`src/hw/motion_cmd_pkg.sv`:
```
// constants and types for the motion command executor
// What this block does
// RQ1 - address byte: 11, four node bits, pin bit, then read/write bit
// RQ2 - second byte is the command code (0x81, 0x82, 0x84..0x88)
// RQ3 - one-time read answers eight memory words, word 0 first
// RQ4 - park command, own or broadcast, moves to the eleven-bit park position
// RQ5 - park position 0x400 means disabled: park commands are ignored
// RQ6 - a coil fault halts internally and switches both bridges off
// RQ7 - coil fault halt while moving sets the lost-steps flag
// RQ8 - a halt command from the host acts like the internal halt
// RQ9 - zero command clears actual and target position
// RQ10 - zero command is ignored while the motor moves
// RQ11 - reload command rewrites parameter memory with reset values
// RQ12 - reload keeps actual position and copies it into target
// RQ13 - search: move to first target, slow move to second, zero, park
// RQ14 - during a search other commands are refused, except halt or shutdown
// RQ15 - search skips the final park when park position is 0x400
// RQ16 - host sends search only with distinct targets from start and each other
// RQ17 - bad search targets deadlock until halt then full status read
// RQ18 - search frame: two 0xff bytes, velocity nibbles, two targets high first
// RQ19 - frames for other addresses are ignored and get no answer
package motion_cmd_pkg;
	localparam logic [7:0] CMD_FULL_STATUS = 8'h81;
	localparam logic [7:0] CMD_READ_OTP = 8'h82;
	localparam logic [7:0] CMD_PARK = 8'h84;
	localparam logic [7:0] CMD_HALT = 8'h85;
	localparam logic [7:0] CMD_ZERO = 8'h86;
	localparam logic [7:0] CMD_RELOAD = 8'h87;
	localparam logic [7:0] CMD_SEARCH = 8'h88;
	localparam logic [1:0] ADDR_TOP = 2'h3;
	localparam logic [6:0] BCAST_ADDR = 7'h00;
	localparam logic [10:0] PARK_DISABLED = 11'h400;
	localparam logic [7:0] IDLE_BYTE = 8'hff;
	// bit counter positions within a byte, and byte counter limits
	localparam logic [3:0] LAST_BIT = 4'h7;
	localparam logic [3:0] ACK_SLOT = 4'h8;
	localparam logic [3:0] MAX_BYTE = 4'h8;
	localparam logic [3:0] OTP_WORDS = 4'h8;
	// byte positions within a command frame
	localparam int B_CMD = 1;
	localparam int B_VEL = 4;
	localparam int B_T1H = 5;
	localparam int B_T1L = 6;
	localparam int B_T2H = 7;
	localparam int B_T2L = 8;
	// values after reset; the speeds also after reload
	localparam logic [3:0] DEF_VMAX = 4'h0;
	localparam logic [3:0] DEF_VMIN = 4'h0;
	localparam logic [15:0] RST_TARGET = 16'h0000;
	typedef struct packed {
		logic [15:0] target;
		logic [3:0] vmax;
		logic [3:0] vmin;
	} motion_req_type;
	typedef logic [7:0][7:0] otp_image_type;
	typedef enum {
		C_IDLE, C_WAIT1, C_WAIT2, C_PARK, C_WAIT3, C_DEADLOCK, C_DEAD_HALTED
	} cmd_state_type;
endpackage

```
`src/hw/motion_command_executor.sv`:
```
// two-wire command decoder and executor for the motion core
`timescale 1ns/1ps
`default_nettype none
module motion_command_executor import motion_cmd_pkg::*; (
	// clock and reset
	input wire logic clk,
	input wire logic arst_n,
	// two-wire serial link, open drain
	input wire logic scl_in,
	input wire logic sda_in,
	output logic sda_out,
	output logic sda_oe,
	// node address
	input wire logic [3:0] node_addr_prog,
	input wire logic hardwired_addr_pin,
	// one-time memory image, word 0 in index 0
	input wire otp_image_type otp_image,
	// motion core side
	input wire logic [15:0] actual_position,
	input wire logic moving,
	input wire logic [10:0] safe_park_position,
	input wire logic coil_fault_a,
	input wire logic coil_fault_b,
	input wire logic motor_shutdown,
	// commands to the motion core
	output motion_req_type motion,
	output logic move_req,
	output logic bridges_off,
	output logic position_clear,
	output logic defaults_reload,
	// status
	output logic lost_steps_flag,
	output logic search_busy,
	output logic deadlock
);
	function automatic logic [15:0] park_target(input logic [10:0] p);
		return {{5{p[10]}}, p};
	endfunction

	function automatic logic park_enabled(input logic [10:0] p);
		return p != PARK_DISABLED;
	endfunction

	// link pins pass two flops before use
	logic [1:0] scl_s, sda_s, hw_s;
	logic scl_d, sda_d;
	always_ff @(posedge clk or negedge arst_n) begin
		if (!arst_n) begin
			scl_s <= 2'h3;
			sda_s <= 2'h3;
			hw_s <= 2'h0;
			scl_d <= 1'b1;
			sda_d <= 1'b1;
		end else begin
			scl_s <= {scl_s[0], scl_in};
			sda_s <= {sda_s[0], sda_in};
			hw_s <= {hw_s[0], hardwired_addr_pin};
			scl_d <= scl_s[1];
			sda_d <= sda_s[1];
		end
	end

	logic scl_rise, scl_fall, bus_start, bus_stop;
	assign scl_rise = scl_s[1] & ~scl_d;
	assign scl_fall = ~scl_s[1] & scl_d;
	assign bus_start = scl_s[1] & scl_d & sda_d & ~sda_s[1];
	assign bus_stop = scl_s[1] & scl_d & ~sda_d & sda_s[1];

	// link state
	logic [3:0] bitcnt, next_bitcnt, bytecnt, next_bytecnt;
	logic [7:0] shreg, next_shreg, tx, next_tx;
	logic listen, next_listen, matched, next_matched;
	logic rd, next_rd, bcast, next_bcast, nacked, next_nacked;
	logic read_armed, next_read_armed, next_sda_oe;
	logic first_fall, next_first_fall;
	logic cmd_valid, next_cmd_valid;
	logic [7:0] cmd_code, next_cmd_code;
	logic [7:0] frame [1:8];
	logic [7:0] next_frame [1:8];
	cmd_state_type state, next_state;
	logic [6:0] own_addr;
	assign own_addr = {ADDR_TOP, node_addr_prog, hw_s[1]};

	// byte framing, address match, acknowledge and read data
	always_comb begin
		next_bitcnt = bitcnt;
		next_bytecnt = bytecnt;
		next_shreg = shreg;
		next_tx = tx;
		next_listen = listen;
		next_matched = matched;
		next_rd = rd;
		next_bcast = bcast;
		next_nacked = nacked;
		next_read_armed = read_armed;
		next_first_fall = first_fall;
		next_sda_oe = sda_oe;
		next_cmd_valid = 1'b0;
		next_cmd_code = cmd_code;
		next_frame = frame;
		if (bus_start) begin
			next_bitcnt = 4'h0;
			next_bytecnt = 4'h0;
			next_listen = 1'b1;
			next_first_fall = 1'b1;
			next_matched = 1'b0;
			next_rd = 1'b0;
			next_nacked = 1'b0;
			next_sda_oe = 1'b0;
		end else if (bus_stop) begin
			next_listen = 1'b0;
			next_sda_oe = 1'b0;
			// broadcast only carries the park command
			if (listen && matched && !rd && bytecnt >= 4'h2 &&
			    (!bcast || frame[B_CMD] == CMD_PARK)) begin
				next_cmd_valid = 1'b1;
				next_cmd_code = frame[B_CMD];
			end
			if (listen && matched && rd)
				next_read_armed = 1'b0;
		end else if (listen && scl_rise) begin
			if (bitcnt < ACK_SLOT)
				next_shreg = {shreg[6:0], sda_s[1]};
			else if (rd && sda_s[1])
				next_nacked = 1'b1;
		end else if (listen && scl_fall) begin
			// the fall that ends a start carries no bit, so skip it
			if (first_fall) begin
				next_first_fall = 1'b0;
			end else if (bitcnt < LAST_BIT) begin
				next_bitcnt = bitcnt + 4'h1;
				if (matched && rd && !nacked) begin
					next_sda_oe = ~tx[7];
					next_tx = {tx[6:0], 1'b1};
				end
			end else if (bitcnt == LAST_BIT) begin
				next_bitcnt = ACK_SLOT;
				next_sda_oe = 1'b0;
				if (bytecnt == 4'h0) begin
					// RQ1 address check
					// RQ19 foreign address stays silent
					if (shreg[7:1] == own_addr ||
					    (shreg[7:1] == BCAST_ADDR && !shreg[0])) begin
						next_matched = 1'b1;
						next_rd = shreg[0];
						next_bcast = shreg[7:1] == BCAST_ADDR;
						next_sda_oe = 1'b1;
					end
				end else if (matched && !rd) begin
					if (bytecnt <= MAX_BYTE)
						next_frame[bytecnt] = shreg;
					next_sda_oe = 1'b1;
				end
			end else begin
				next_bitcnt = 4'h0;
				next_sda_oe = 1'b0;
				if (bytecnt != 4'hf)
					next_bytecnt = bytecnt + 4'h1;
				// RQ3 words sent in address order
				if (matched && rd && !nacked) begin
					next_tx = IDLE_BYTE;
					if (read_armed && bytecnt < OTP_WORDS)
						next_tx = otp_image[bytecnt[2:0]];
					next_sda_oe = ~next_tx[7];
					next_tx = {next_tx[6:0], 1'b1};
				end
			end
		end
		// RQ14 read not armed while searching
		if (cmd_valid && cmd_code == CMD_READ_OTP && state == C_IDLE)
			next_read_armed = 1'b1;
	end

	always_ff @(posedge clk or negedge arst_n) begin
		if (!arst_n) begin
			bitcnt <= 4'h0;
			bytecnt <= 4'h0;
			shreg <= 8'h00;
			tx <= IDLE_BYTE;
			listen <= 1'b0;
			matched <= 1'b0;
			rd <= 1'b0;
			bcast <= 1'b0;
			nacked <= 1'b0;
			read_armed <= 1'b0;
			first_fall <= 1'b0;
			sda_oe <= 1'b0;
			sda_out <= 1'b0;
			cmd_valid <= 1'b0;
			cmd_code <= 8'h00;
			for (int i = 1; i <= 8; i++)
				frame[i] <= 8'h00;
		end else begin
			bitcnt <= next_bitcnt;
			bytecnt <= next_bytecnt;
			shreg <= next_shreg;
			tx <= next_tx;
			listen <= next_listen;
			matched <= next_matched;
			rd <= next_rd;
			bcast <= next_bcast;
			nacked <= next_nacked;
			read_armed <= next_read_armed;
			first_fall <= next_first_fall;
			sda_oe <= next_sda_oe;
			sda_out <= 1'b0; // open drain: only ever pulls low
			cmd_valid <= next_cmd_valid;
			cmd_code <= next_cmd_code;
			frame <= next_frame;
		end
	end

	// command execution and reference search
	logic [15:0] search_first_target, search_second_target;
	logic [15:0] second_t, next_second_t;
	logic [3:0] slow_v, next_slow_v;
	logic fault, halt_cmd, arrived, in_search;
	motion_req_type next_motion;
	logic next_move_req, next_bridges_off, next_position_clear;
	logic next_defaults_reload, next_lost;
	assign search_first_target = {frame[B_T1H], frame[B_T1L]};
	assign search_second_target = {frame[B_T2H], frame[B_T2L]};
	assign fault = coil_fault_a | coil_fault_b;
	assign halt_cmd = cmd_valid && cmd_code == CMD_HALT;
	assign arrived = !moving && actual_position == motion.target;
	assign in_search = state == C_WAIT1 || state == C_WAIT2 ||
		state == C_PARK || state == C_WAIT3;

	always_comb begin
		next_state = state;
		next_motion = motion;
		next_second_t = second_t;
		next_slow_v = slow_v;
		next_move_req = 1'b0;
		next_position_clear = 1'b0;
		next_defaults_reload = 1'b0;
		next_bridges_off = bridges_off;
		// clear first so a fault in the same cycle wins
		next_lost = lost_steps_flag &
			~(cmd_valid && cmd_code == CMD_FULL_STATUS);
		if (fault || halt_cmd) begin
			// RQ6 RQ8 bridges off, search aborted
			next_bridges_off = 1'b1;
			// RQ7 steps may be lost
			if (fault && moving)
				next_lost = 1'b1;
			// RQ17 halt is first step out of deadlock
			if (state == C_DEADLOCK)
				next_state = halt_cmd ? C_DEAD_HALTED : C_DEADLOCK;
			else if (state != C_DEAD_HALTED)
				next_state = C_IDLE;
		end else if (motor_shutdown && in_search) begin
			// RQ14 shutdown aborts the search
			next_state = C_IDLE;
		end else begin
			case (state)
			C_IDLE: begin
				if (cmd_valid) begin
					// RQ2 command code decode
					case (cmd_code)
					CMD_PARK: begin
						// RQ4 RQ5 park unless disabled
						if (park_enabled(safe_park_position)) begin
							next_motion.target =
								park_target(safe_park_position);
							next_move_req = 1'b1;
							next_bridges_off = 1'b0;
						end
					end
					CMD_ZERO: begin
						// RQ9 RQ10 only at standstill
						if (!moving) begin
							next_position_clear = 1'b1;
							next_motion.target = RST_TARGET;
						end
					end
					CMD_RELOAD: begin
						// RQ11 RQ12 reload, hold position
						next_defaults_reload = 1'b1;
						next_motion.target = actual_position;
						next_motion.vmax = DEF_VMAX;
						next_motion.vmin = DEF_VMIN;
					end
					CMD_SEARCH: begin
						// RQ17 equal targets would never arrive
						if (search_first_target == actual_position ||
						    search_second_target == search_first_target)
							next_state = C_DEADLOCK;
						else begin
							// RQ13 RQ18 first leg at commanded speeds
							next_motion.target = search_first_target;
							next_motion.vmax = frame[B_VEL][7:4];
							next_motion.vmin = frame[B_VEL][3:0];
							next_second_t = search_second_target;
							next_slow_v = frame[B_VEL][3:0];
							next_move_req = 1'b1;
							next_bridges_off = 1'b0;
							next_state = C_WAIT1;
						end
					end
					default: begin
					end
					endcase
				end
			end
			C_WAIT1: begin
				// RQ13 second leg at minimum speed
				if (arrived) begin
					next_motion.target = second_t;
					next_motion.vmax = slow_v;
					next_move_req = 1'b1;
					next_state = C_WAIT2;
				end
			end
			C_WAIT2: begin
				// RQ13 zero the position
				if (arrived) begin
					next_position_clear = 1'b1;
					next_motion.target = RST_TARGET;
					next_state = C_PARK;
				end
			end
			C_PARK: begin
				// RQ15 final park skipped when disabled
				if (park_enabled(safe_park_position)) begin
					next_motion.target = park_target(safe_park_position);
					next_move_req = 1'b1;
					next_state = C_WAIT3;
				end else
					next_state = C_IDLE;
			end
			C_WAIT3: begin
				if (arrived)
					next_state = C_IDLE;
			end
			C_DEADLOCK: begin
			end
			C_DEAD_HALTED: begin
				// RQ17 full status read releases deadlock
				if (cmd_valid && cmd_code == CMD_FULL_STATUS)
					next_state = C_IDLE;
			end
			default: next_state = C_IDLE;
			endcase
		end
	end

	always_ff @(posedge clk or negedge arst_n) begin
		if (!arst_n) begin
			state <= C_IDLE;
			motion <= '{RST_TARGET, DEF_VMAX, DEF_VMIN};
			second_t <= RST_TARGET;
			slow_v <= DEF_VMIN;
			move_req <= 1'b0;
			bridges_off <= 1'b0;
			position_clear <= 1'b0;
			defaults_reload <= 1'b0;
			lost_steps_flag <= 1'b0;
			search_busy <= 1'b0;
			deadlock <= 1'b0;
		end else begin
			state <= next_state;
			motion <= next_motion;
			second_t <= next_second_t;
			slow_v <= next_slow_v;
			move_req <= next_move_req;
			bridges_off <= next_bridges_off;
			position_clear <= next_position_clear;
			defaults_reload <= next_defaults_reload;
			lost_steps_flag <= next_lost;
			search_busy <= next_state inside {C_WAIT1, C_WAIT2,
				C_PARK, C_WAIT3};
			deadlock <= next_state inside {C_DEADLOCK, C_DEAD_HALTED};
		end
	end

	logic calm;
	assign calm = cmd_valid && !fault && state == C_IDLE;
	// the search's own zeroing step may meet a refused command
	logic zero_step;
	assign zero_step = state == C_WAIT2 && arrived && !motor_shutdown;
endmodule
`default_nettype wire

```
`config.mk`:
```
export PLATFORM = sky130hd
export DESIGN_NAME = motion_command_executor
export DESIGN_NICKNAME = d
export VERILOG_FILES = /design/src/hw/motion_cmd_pkg.sv /design/src/hw/motion_command_executor.sv
export SDC_FILE = /design/constraint.sdc
export NUM_CORES = 1
export LEC_CHECK = 0
export BUFFER_PORTS_ARGS = -buffer_cell sky130_fd_sc_hd__buf_2
export CAP_MARGIN = 40
export CORE_ASPECT_RATIO = 1.2
export CORE_MARGIN = 2
export CORE_UTILIZATION = 43
export DETAILED_ROUTE_END_ITERATION = 8
export PLACE_DENSITY = 0.68
export SETUP_SLACK_MARGIN = 0.3
export SYNTH_ARGS = -nofsm -noshare
export SYNTH_HDL_FRONTEND = slang
export SYNTH_SLANG_ARGS = --single-unit
export TNS_END_PERCENT = 20
```
`constraint.sdc`:
```
create_clock -name clk -period 3 [get_ports clk]
set_input_delay 0.45 -clock clk [delete_from_list [all_inputs] [get_ports clk]]
set_output_delay 0.45 -clock clk [all_outputs]
set_load 0.05 [all_outputs]
```
Word level (Yosys, flattened, before mapping). Cells that the tools add are included.

Logic and storage cells: 337. Bits of input ports: 104. Output and inout bits: 33. Register bits: 196.

Magnitude comparators: 8. Muxes and demuxes: 133. Bitwise operators: 26. $add $sub $neg: 2. Equality and inequality tests: 55. Reduce and logical (&&, ||, !) cells: 73.

Operators with widths (count): $mux W32 (10); $eq A32 B3 Y1 const B (8); $pmux W32 S7 (1); $eq A32 B2 Y1 const B (5); $pmux W16 S4 (2); $mux W8 (15); $mux W1 (72); $bwmux W64 (1); $eq A32 B1 Y1 const B (2); $eq A32 B4 Y1 const B (2); $eq A8 B8 Y1 const B (8); $logic_not A32 Y1 (2); $mux W4 (15); $eq A16 B16 Y1 (3); $mux W16 (3); $mux W24 (2); $demux W8 S4 (1); $ne A32 B4 Y1 const B (1); $reduce_bool A2 Y1 (15); $bmux W8 S3 (1); $ne A2 B2 Y1 const B (12); $logic_and A1 B1 Y1 (21); $reduce_and A7 Y1 (3); $mux W20 (1); other kinds (39) (91).

Longest topological paths before layout. Gate-level depths: netlist of run 1.

Word-level depth: 20. Gate-level depth with buffers: 10. Depth with buffers taken out: 8.

Least setup slack after synthesis of run 1. OpenSTA, ideal clock, no wires.

Path type: register to register. Start: register bytecnt[1]. End: register frame[0] (netlist bit). Library setup time: 0.125 ns. Arrival: 2.580 ns. Stages on the path, launching flop included: 10. Clock period less this slack: 2.705 ns. Buffers on the path: 3. Setup slack: 0.295 ns. Data required time: 2.875 ns. Cells stage by stage: dfrtp_1 -> clkbuf_1 -> clkbuf_1 -> inv_1 -> ha_1 -> a211oi_1 -> nand4_1 -> or3_1 -> clkbuf_1 -> mux2_2.

Word-level cells in the longest chain between the ends: 6. Elaborated cells between the ends (all ways): 11. Those cells by class: 3 x order compare; 3 x mux; 2 x bitwise; 3 x reduce/logical.

Ends and longest elaborated chain: start, declared (line motion_command_executor.sv:70) `logic [3:0] bitcnt, next_bitcnt, bytecnt, next_bytecnt;`; start signal, assigned (line motion_command_executor.sv:195) `bytecnt <= next_bytecnt;`; $not A4 Y5 (implied by the code) (line motion_command_executor.sv:151) `next_frame[bytecnt] = shreg;`; $ge A5 B5 Y1 (implied by the code) / $lt A5 B1 Y1 (equally long branches) (line motion_command_executor.sv:151); $logic_and A1 B1 Y1 (implied by the code) (line motion_command_executor.sv:151); $mux W8 (implied by the code) (line motion_command_executor.sv:151); $demux W8 S4 (line motion_command_executor.sv:151); $bwmux W64 (line motion_command_executor.sv:151); end signal, assigned (line motion_command_executor.sv:209) `frame <= next_frame;`; end, declared (line motion_command_executor.sv:78) `logic [7:0] frame [1:8];`.

Parallel ways exist; a longest one is shown, timed or not. A chain may end at the register's enable or synchronous reset.

Worst setup path after layout of run 1.
Start: register state[13]. End: register slow_v[3].

Word-level cells in the longest chain between the ends: 7. Elaborated cells between the ends (all ways): 11. Those cells by class: 4 x eq/ne; 1 x bitwise; 6 x reduce/logical.

Ends and longest elaborated chain: start, declared (line motion_command_executor.sv:80) `cmd_state_type state, next_state;`; start signal, assigned (line motion_command_executor.sv:362) `state <= next_state;`; $eq A32 B2 Y1 / $eq A32 B3 Y1 (equally long branches); $logic_or A1 B1 Y1 (2 in a row) (line motion_command_executor.sv:226) `assign in_search = state == C_WAIT1 || state == C_WAIT2 ||`; $logic_or A1 B1 Y1 (line motion_command_executor.sv:227) `state == C_PARK || state == C_WAIT3;`; $logic_and A1 B1 Y1 (line motion_command_executor.sv:252) `end else if (motor_shutdown && in_search) begin`; $not A1 Y1 (no source line); $reduce_and A6 Y1 (no source line) *; end signal, assigned (line motion_command_executor.sv:365) `slow_v <= next_slow_v;`; end, declared (line motion_command_executor.sv:216) `logic [3:0] slow_v, next_slow_v;`.

Mark *: on every way between the ends. The rest lies on a longest branch, timed or not.

==> flow_metrics.env, run 1 <==
export IMPL_htree_levels=4
export IMPL_synthCells=787
export IMPL_worst_endpoint_arrival_ps=3030
export IMPL_ys_seq_area_frac=0.506
export IMPL_hpwl_mm=15.6
export IMPL_avgSynthCellArea_um2=11.3
export IMPL_final_nets=1064
export IMPL_setup_tns_ps=0
export IMPL_syn_to_final_growth_pct=20.5
export IMPL_critPathKind="register to register"
export IMPL_worstPathMaxFanout=24
export IMPL_synth_edff_count=0
export IMPL_numPlacedInstances=1199
export IMPL_viasPerCell=5.45
export IMPL_hold_viol_final=0
export IMPL_cts_tree="done"
export IMPL_yosysWarningCount=0
export IMPL_clock_skew_ps=13.7
export IMPL_rr_worst_depth=9
export IMPL_num_antenna_cells=0
export IMPL_cts_buffers=17
export IMPL_overflow=0
export IMPL_min_path_type="input port to register"
export IMPL_synth_cell_type_count=70
export IMPL_cp_required_ps=3310
export IMPL_hp_start="scl_in"
export IMPL_clkSinkCount=179
export IMPL_final_layout_size_suffix_gt1_frac=0.330
export IMPL_cellPowerDensity_nw_per_um2=537
export IMPL_grt_pass1_wl_mm=34.7
export IMPL_post_place_ws_ps=191
export IMPL_clk_pin_slew_worst_paths_ps=70
export IMPL_fillCellCount=1791
export IMPL_dr_pass1_iters=5
export IMPL_clk_latency_ps=440
export IMPL_die_area_um2=21800
export IMPL_hold_depth=1
export IMPL_drt_iter0_markers=346
export IMPL_synth_most_common_cell="dfrtp_1"
export IMPL_min_period_ps=2710
export IMPL_portBuffers=135
export IMPL_rsz0062_at_grt="yes"
export IMPL_synthArstFlopShare=1.00
export IMPL_grt_usage=0.202
export IMPL_holdWs_ps=116
export IMPL_fin_crit_sh=0.904
export IMPL_fmax_ghz=0.369
export IMPL_power_w=0.00576
export IMPL_rows=57
export IMPL_synthFlopType="dfrtp_1"
export IMPL_gp_congestion=0.871
export IMPL_postRouteAntennaNets=0
export IMPL_synth_top_area_share=0.467
export IMPL_worstHoldEndpoint="scl_s[0]"
export IMPL_wl_mm=20.9
export IMPL_finalSetupViolCount=0
export IMPL_setup_slack_ps=287
export IMPL_drc=0
export IMPL_grt_antenna_before_repair=0
export IMPL_r2r_start="state[13]"
export IMPL_netlist_top_cells_count="dfrtp_1, mux2_2, nand2_1"
export IMPL_worst_pin_slew_ps=808
export IMPL_boundaryPins=137
export IMPL_clk_path_buf_depth=2
export IMPL_reg2reg_to="slow_v[3]"
export IMPL_cts_root_buf="clkbuf_16"
export IMPL_cellLeakagePower_nw=4.85
export IMPL_r2r_setup_slack_ps=290
export IMPL_yosys_area_top_type="dfrtp_1"
export IMPL_grt_start_max_net_pins=87
export IMPL_start_util=0.439
export IMPL_die_w_um=135
export IMPL_fp_dieH_um=161
export IMPL_vias=6722
export IMPL_routedWlPerCell_um=17.0
export IMPL_relSlewSlack=0.456
export IMPL_status="completed"
export IMPL_maxCapViolCount=0
export IMPL_final_instance_count_excl_fill=1233
export IMPL_crit_path_end_kind="register"
export IMPL_grt_pass1_vias=6840
export IMPL_ir_worst_vdd_uv=410
export IMPL_drv_slew=0
export IMPL_start_kind="register"
export IMPL_ys_seq_elements=179
export IMPL_synth_area_leaders="dfrtp_1, mux2_2, xnor2_1"
export IMPL_coreArea_um2=20300
export IMPL_syn_area_um2=8890
==> final cells by class <==
| class | instances | area [um2] | share of cell area |
|---|---|---|---|
| clock buffer | 17 | 425 | 0.0397 |
| timing repair buffer | 163 | 932 | 0.0870 |
| clock inverter | 15 | 166 | 0.0155 |
| multi-input combinational | 577 | 4300 | 0.401 |
| tap | 265 | 332 | 0.0310 |
| sequential | 179 | 4500 | 0.420 |
| inverter | 17 | 63.8 | 0.00596 |
==> stage by stage <==
step / instance area (um2) / utilization
6_report: 10700 / 0.529
2_1_floorplan: 9000 / -
5_1_grt: 10700 / 0.529
4_1_cts: 10700 / 0.526
3_5_place_dp: 10000 / 0.496
3_3_place_gp: 10000 / 0.496
==> cell usage in the layout (no fill, tap or decap), types with 14 or more instances in the layout <==
master / count
nor2_1: 43
a21oi_1: 20
mux2_1: 16
nand2_1: 71
clkbuf_16: 17
o21ai_0: 37
buf_4: 24
dfrtp_1: 166
nand3_1: 17
inv_1: 16
nor4_1: 14
mux4_2: 16
xnor2_1: 47
buf_2: 134
conb_1: 30
nand4_1: 20
mux2_2: 71
a22oi_1: 16
==> layer usage <==
metal / track usage / wire length (um)
met1: 0.260 / 9250
met2: 0.339 / 10200
met3: 0.0389 / 916
met4: 0.0791 / 563
met5: 0 / 0
==> logic make-up after synthesis <==
group | Yosys count | synth area share
fa+ha+maj | 5 | 0.00704
simple gates | 233 | 0.139
mux | 106 | 0.154
other cells | 1 | 0.000422
buf+inv | 60 | 0.0291
flops | 179 | 0.506
compound gates | 147 | 0.110
xor+xnor | 56 | 0.0552
==> power breakdown <==
| part | switching (W) | leakage, nW | internal [W] |
|---|---|---|---|
| clock | 0.00102 | 0.282 | 0.00118 |
| sequential | 0.000237 | 2.31 | 0.00261 |
| combinational | 0.000356 | 2.26 | 0.000348 |
| total | 0.00162 | 4.85 | 0.00414 |
==> worst max-delay path by stage <==
stage                     cells after the start                start           to  slack, ps
after floorplan                               9           bytecnt[1]     frame[0]        420
after global placement                        7  actual_position[12]    motion[5]        250
after detailed placement                      7  actual_position[12]    motion[5]        190
after CTS                                     8            state[12]    motion[5]        250
after global routing                          9            state[13]  second_t[8]        170
final                                         9            state[13]    slow_v[3]        290
==> critical path: stages, from the launching register on <==
cell     delay (ps)
dfrtp_1         400
nor4_2          350
nand4_1         270
or3_4           450
buf_4           170
nor3_4          150
nand3_2         130
nor2_4          130
buf_12          180
mux2_2          350
==> registers in the layout (all words and copies together) (netlist names), 2 cells and up <==
signal / flops
bitcnt: 4
bytecnt: 4
cmd_code: 8
frame: 48
hw_s: 2
motion: 24
scl_s: 2
sda_s: 2
second_t: 16
shreg: 8
slow_v: 4
state: 32
tx: 7
==> timing repair <==
item,CTS,global route
buffers inserted,0,1
endpoints found under the hold margin,36,0
pin swaps,0,3
hold buffers,1,0
setup endpoints to repair,19,44
gates resized for setup,1,8
Power figures use the tool's default switching activity.
==> run 2, diff against run 1 <==
--- a/config.mk
+++ b/config.mk
@@ -9,10 +9,11 @@
 export CAP_MARGIN = 40
 export CORE_ASPECT_RATIO = 1.2
 export CORE_MARGIN = 2
-export CORE_UTILIZATION = 43
+export CORE_UTILIZATION = 53
 export DETAILED_ROUTE_END_ITERATION = 8
-export PLACE_DENSITY = 0.68
+export PLACE_DENSITY = 0.79
 export SETUP_SLACK_MARGIN = 0.3
+export SKIP_CTS_REPAIR_TIMING = 1
 export SYNTH_ARGS = -nofsm -noshare
 export SYNTH_HDL_FRONTEND = slang
 export SYNTH_SLANG_ARGS = --single-unit
==> run 2 against run 1 <==
Effect of this change: count of clock-buffer cells in the layout unchanged; hold slack worse by 1.1 ps; die area down 18%; first-iteration DRC count increased by 94%; critical endpoint is now motion[20].
==> flow_metrics.env, run 2 (synthesis results as in run 1) <==
export IMPL_die_w_um=122
export IMPL_critPathKind="register to register"
export IMPL_placed_area_um2=9950
export IMPL_coreArea_um2=16300
export IMPL_portBuffers=135
export IMPL_grt_pass1_wl_mm=33.7
export IMPL_hpwl_mm=15.4
export IMPL_fin_crit_sh=0.831
export IMPL_num_antenna_cells=0
export IMPL_final_layout_size_suffix_gt1_frac=0.325
export IMPL_grt_start_max_net_pins=100
export IMPL_status="completed"
export IMPL_top_register="frame"
export IMPL_cts_root_buf="clkbuf_16"
export IMPL_cts_buffers=17
export IMPL_stdcell_area_um2=10600
export IMPL_path_buf_inv=1
export IMPL_grt_usage=0.243
export IMPL_vias=6906
export IMPL_grt_antenna_before_repair=0
export IMPL_final_common_cell="dfrtp_1"
export IMPL_cts_tree="done"
export IMPL_drt_iter0_markers=672
export IMPL_fmax_ghz=0.401
export IMPL_crit_path_end_kind="register"
export IMPL_routedWlPerCell_um=17.9
export IMPL_hold_viol_final=0
export IMPL_htree_levels=4
export IMPL_grt_pass1_vias=6760
export IMPL_min_path_type="input port to register"
export IMPL_fp_dieH_um=146
export IMPL_start_kind="register"
export IMPL_min_period_ps=2490
export IMPL_viasPerCell=5.86
export IMPL_final_nets=1063
export IMPL_syn_to_final_growth_pct=19.4
export IMPL_clk_pin_slew_worst_paths_ps=70
export IMPL_rows=51
export IMPL_finalSetupViolCount=0
export IMPL_postRouteAntennaNets=0
export IMPL_worstPathMaxFanout=27
export IMPL_top_regs="frame (48), state (32), motion (24)"
export IMPL_wl_mm=21.0
export IMPL_overflow=0
export IMPL_drc=0
export IMPL_clk_path_buf_depth=2
export IMPL_max_stage_delay_ps=630
export IMPL_rsz0062_at_grt="no"
export IMPL_dr_pass1_iters=6
export IMPL_clkSinkCount=179
export IMPL_clk_latency_ps=430
export IMPL_cellPowerDensity_nw_per_um2=550
export IMPL_die_area_um2=17800
export IMPL_critPathTopFamily="simple AND/OR/NAND/NOR gates"
export IMPL_drv_slew=0
export IMPL_cellLeakagePower_nw=4.85
export IMPL_gp_congestion=0.915
export IMPL_start_util=0.544
export IMPL_setup_tns_ps=0
export IMPL_boundaryPins=137
export IMPL_largest_reg_flops=48
export IMPL_cp_required_ps=3310
export IMPL_worst_pin_slew_ps=810
export IMPL_worst_endpoint_arrival_ps=2810
export IMPL_maxCapViolCount=0
export IMPL_relSlewSlack=0.458
export IMPL_slowest_stage="nor4b_2"
export IMPL_ir_worst_vdd_uv=373
export IMPL_clock_skew_ps=11.3
export IMPL_final_cell_mix="dfrtp_1, buf_2, nand2_1, mux2_2, xnor2_1"
export IMPL_path_cells="nor4b_2 > nand3_1 > nand2b_1 > nor2_1 > a32oi_2 > buf_4 > a22o_1 > a21oi_1"
[run 2: per-layer routing]
layer,track usage,wire [um],up-vias
met1,0.300,8460,3375
li1,-,-,3184
met4,0.102,700,0
met5,0,0,-
met3,0.0462,1220,57
met2,0.414,10700,290
[run 2: power breakdown]
part	internal [W]	leakage, nW	switching [W]
Sequential	0.00261	2.31	0.000254
Combinational	0.000346	2.25	0.000350
Clock	0.00132	0.293	0.000959
[run 2: stage by stage]
stage	worst slack [ps]	power [W]	cells	hold WS, ps	utilization
2_1_floorplan	416	0.00329	816	154	-
3_3_place_gp	237	0.00356	1144	336	0.609
3_5_place_dp	215	0.00360	1144	338	0.609
4_1_cts	330	0.00587	1175	-42.5	0.646
5_1_grt	305	0.00608	1178	102	0.650
6_report	506	0.00583	1178	115	0.650
[run 2: worst register-to-register path, cell delays in order (launching register included)]
cell      delay (ps)
dfrtp_1          410
nor4b_2          630
nand3_1          260
nand2b_1         230
nor2_1           110
a32oi_2          190
buf_4            300
a22o_1           200
a21oi_1           40
[run 2: area by class of cell]
cell class	count	area, um2
repair buffers	162	912
clock inverters	14	175
inverters	17	63.8
clock buffers	17	425
fillers	1293	5720
flip-flops and latches	179	4500
multi-input cells	577	4270
well taps	212	265
[run 2: final timing paths]
| check | startpoint | endpoint | slack [ps] | depth (start not counted) |
|---|---|---|---|---|
| worst max-delay path | cmd_code[5] | motion[20] | 510 | 8 |
| worst min-delay path | sda_in | sda_s[0] | 110 | 1 |
| worst max register to register | cmd_code[5] | motion[20] | 510 | 8 |
| worst min register to register | hw_s[0] | hw_s[1] | 350 | 0 |
| max in group asynchronous | arst_n | motion[19] | 1630 | 3 |
| min in group asynchronous | arst_n | hw_s[0] | 530 | 2 |
==> run 3, diff against run 2 <==
==> constraint.sdc (replaced) <==
create_clock -name clk -period 2.6 [get_ports clk]
set_input_delay 0.39 -clock clk [delete_from_list [all_inputs] [get_ports clk]]
set_output_delay 0.39 -clock clk [all_outputs]
set_load 0.05 [all_outputs]
==> run 3 against run 2 <==
Effect of this change: final area grew 2.6%; register-to-register slack got worse by 400 ps; critical path depth decreased by 1; hold slack worse by 61 ps; die area unchanged; first-iteration DRC count down 20%; total power increased by 19%; sequential power grew 15%; cell count is 1.3% higher; non-clock buffer count increased by 14; critical endpoint is now motion[1]; highest routed layer unchanged.
==> flow_metrics.env, run 3 (synthesis results as in run 1) <==
export IMPL_status="completed"
export IMPL_fp_dieH_um=146
export IMPL_worst_pin_slew_ps=776
export IMPL_cts_buffers=17
export IMPL_gp_congestion=0.895
export IMPL_fin_crit_sh=0.958
export IMPL_relSlewSlack=0.481
export IMPL_intPower_w=0.00514
export IMPL_multi_input_area_um2=4350
export IMPL_fmax_ghz=0.401
export IMPL_r2r_setup_slack_ps=110
export IMPL_viasPerCell=5.80
export IMPL_rsz0062_at_grt="yes"
export IMPL_hp_start="scl_in"
export IMPL_rows=51
export IMPL_placed_area_um2=10100
export IMPL_num_antenna_cells=0
export IMPL_holdWs_ps=53.8
export IMPL_largest_reg_flops=48
export IMPL_grt_start_max_net_pins=70
export IMPL_reg2reg_to="motion[1]"
export IMPL_hpwl_mm=15.2
export IMPL_cellPowerDensity_nw_per_um2=640
export IMPL_clkSinkCount=179
export IMPL_power_switching_w=0.00183
export IMPL_rr_worst_depth=7
export IMPL_drt_iter0_markers=540
export IMPL_crit_start="state[4]"
export IMPL_maxCapViolCount=0
export IMPL_start_util=0.544
export IMPL_dr_wl_met3_mm=1.10
export IMPL_dr_wl_met2_mm=11.0
export IMPL_wl_mm=21.3
export IMPL_final_common_cell="dfrtp_1"
export IMPL_hold_viol_final=0
export IMPL_syn_to_final_growth_pct=22.5
export IMPL_hold_depth=1
export IMPL_final_nets=1077
export IMPL_cellLeakagePower_nw=4.99
export IMPL_top_layer="met4"
export IMPL_routedWlPerCell_um=17.9
export IMPL_boundaryPins=137
export IMPL_htree_levels=4
export IMPL_grt_pass1_vias=6842
export IMPL_worst_endpoint_arrival_ps=2810
export IMPL_crit_path_end_kind="register"
export IMPL_p_clk_frac=0.406
export IMPL_finalSetupViolCount=0
export IMPL_clk_pin_slew_worst_paths_ps=70
export IMPL_drc=0
export IMPL_start_kind="register"
export IMPL_overflow=0
export IMPL_die_area_um2=17800
export IMPL_setup_tns_ps=0
export IMPL_r2r_start="state[4]"
export IMPL_top_register="frame"
export IMPL_min_path_type="input port to register"
export IMPL_ff_latch_area_um2=4500
export IMPL_ir_worst_vdd_uv=516
export IMPL_stdcell_area_um2=10900
export IMPL_dr_pass1_iters=6
export IMPL_clk_path_buf_depth=2
export IMPL_worstHoldEndpoint="scl_s[0]"
export IMPL_cts_tree="done"
export IMPL_postRouteAntennaNets=0
export IMPL_top_regs="frame (48), state (32), motion (24)"
export IMPL_worstPathMaxFanout=7
export IMPL_final_cell_mix="dfrtp_1, buf_2, nand2_1, mux2_2, xnor2_1"
export IMPL_vias=6923
export IMPL_drt_met1_wl_mm=8.70
export IMPL_fillCellCount=1263
export IMPL_final_layout_size_suffix_gt1_frac=0.349
export IMPL_clock_skew_ps=10.6
export IMPL_coreArea_um2=16300
export IMPL_clk_latency_ps=430
export IMPL_cp_required_ps=2910
export IMPL_pwr_share_seq=0.471
export IMPL_cts_root_buf="clkbuf_16"
export IMPL_grt_antenna_before_repair=0
export IMPL_die_w_um=122
export IMPL_swShare=0.262
export IMPL_comb_power_share=0.124
export IMPL_grt_usage=0.245
export IMPL_drv_slew=0
export IMPL_grt_pass1_wl_mm=34.1
export IMPL_min_period_ps=2490
export IMPL_portBuffers=135
export IMPL_critPathKind="register to register"
## run 3: changes by cell type in the layout (fill, tap and decap cells not counted), moves of 3 or more
cell      before  now
buf_4         24   35
nor4_1        17   12
nor4_2         2    6
buf_12         2    5
clkbuf_8       0    3
dfrtp_1      166  163
dfrtp_2        0    3
## run 3: critical path, cell delays in order, from the launching register on
cell     delay [ps]
dfrtp_1         370
nor4_2          300
nand4_1         250
or3_4           460
nor3_1          380
o21ai_0         230
buf_4           210
a22o_1          180
## run 3: layout make-up
cell class	instances	share of cell area
clock buffers	20	0.0429
inverters	17	0.00586
clock inverters	12	0.0175
multi-input cells	577	0.399
repair buffers	176	0.0969
well taps	212	0.0244
flip-flops and latches	179	0.413
## run 3: power groups by stage
stage	registers, W	clock network (W)	logic [W]
after floorplan	0.00315	0	0.000660
after global placement	0.00331	0	0.000832
after detailed placement	0.00332	0	0.000857
after CTS	0.00327	0.00286	0.000864
after global routing	0.00330	0.00299	0.000962
final	0.00328	0.00282	0.000862
## run 3: how the worst max path moves through the flow
stage                    to  cells after the start
4_1_cts         second_t[3]                      8
2_1_floorplan  second_t[10]                      9
5_1_grt          motion[19]                      8
3_5_place_dp   second_t[10]                      8
6_report          motion[1]                      7
3_3_place_gp      slow_v[3]                      8
## run 3: metal layers
metal  up-vias  track usage
met3        51       0.0505
met1      3384        0.302
li1       3211            -
met2       277        0.423
met4         0       0.0851
met5         -            0
## run 3: metrics by stage
stage | cells | worst slack, ps | power [W] | util
after floorplan | 816 | 267 | 0.00381 | -
after global placement | 1152 | 130 | 0.00414 | 0.616
after detailed placement | 1152 | 99.6 | 0.00417 | 0.616
after CTS | 1184 | 80.9 | 0.00700 | 0.656
after global routing | 1193 | 14.0 | 0.00724 | 0.666
final | 1193 | 109 | 0.00696 | 0.666
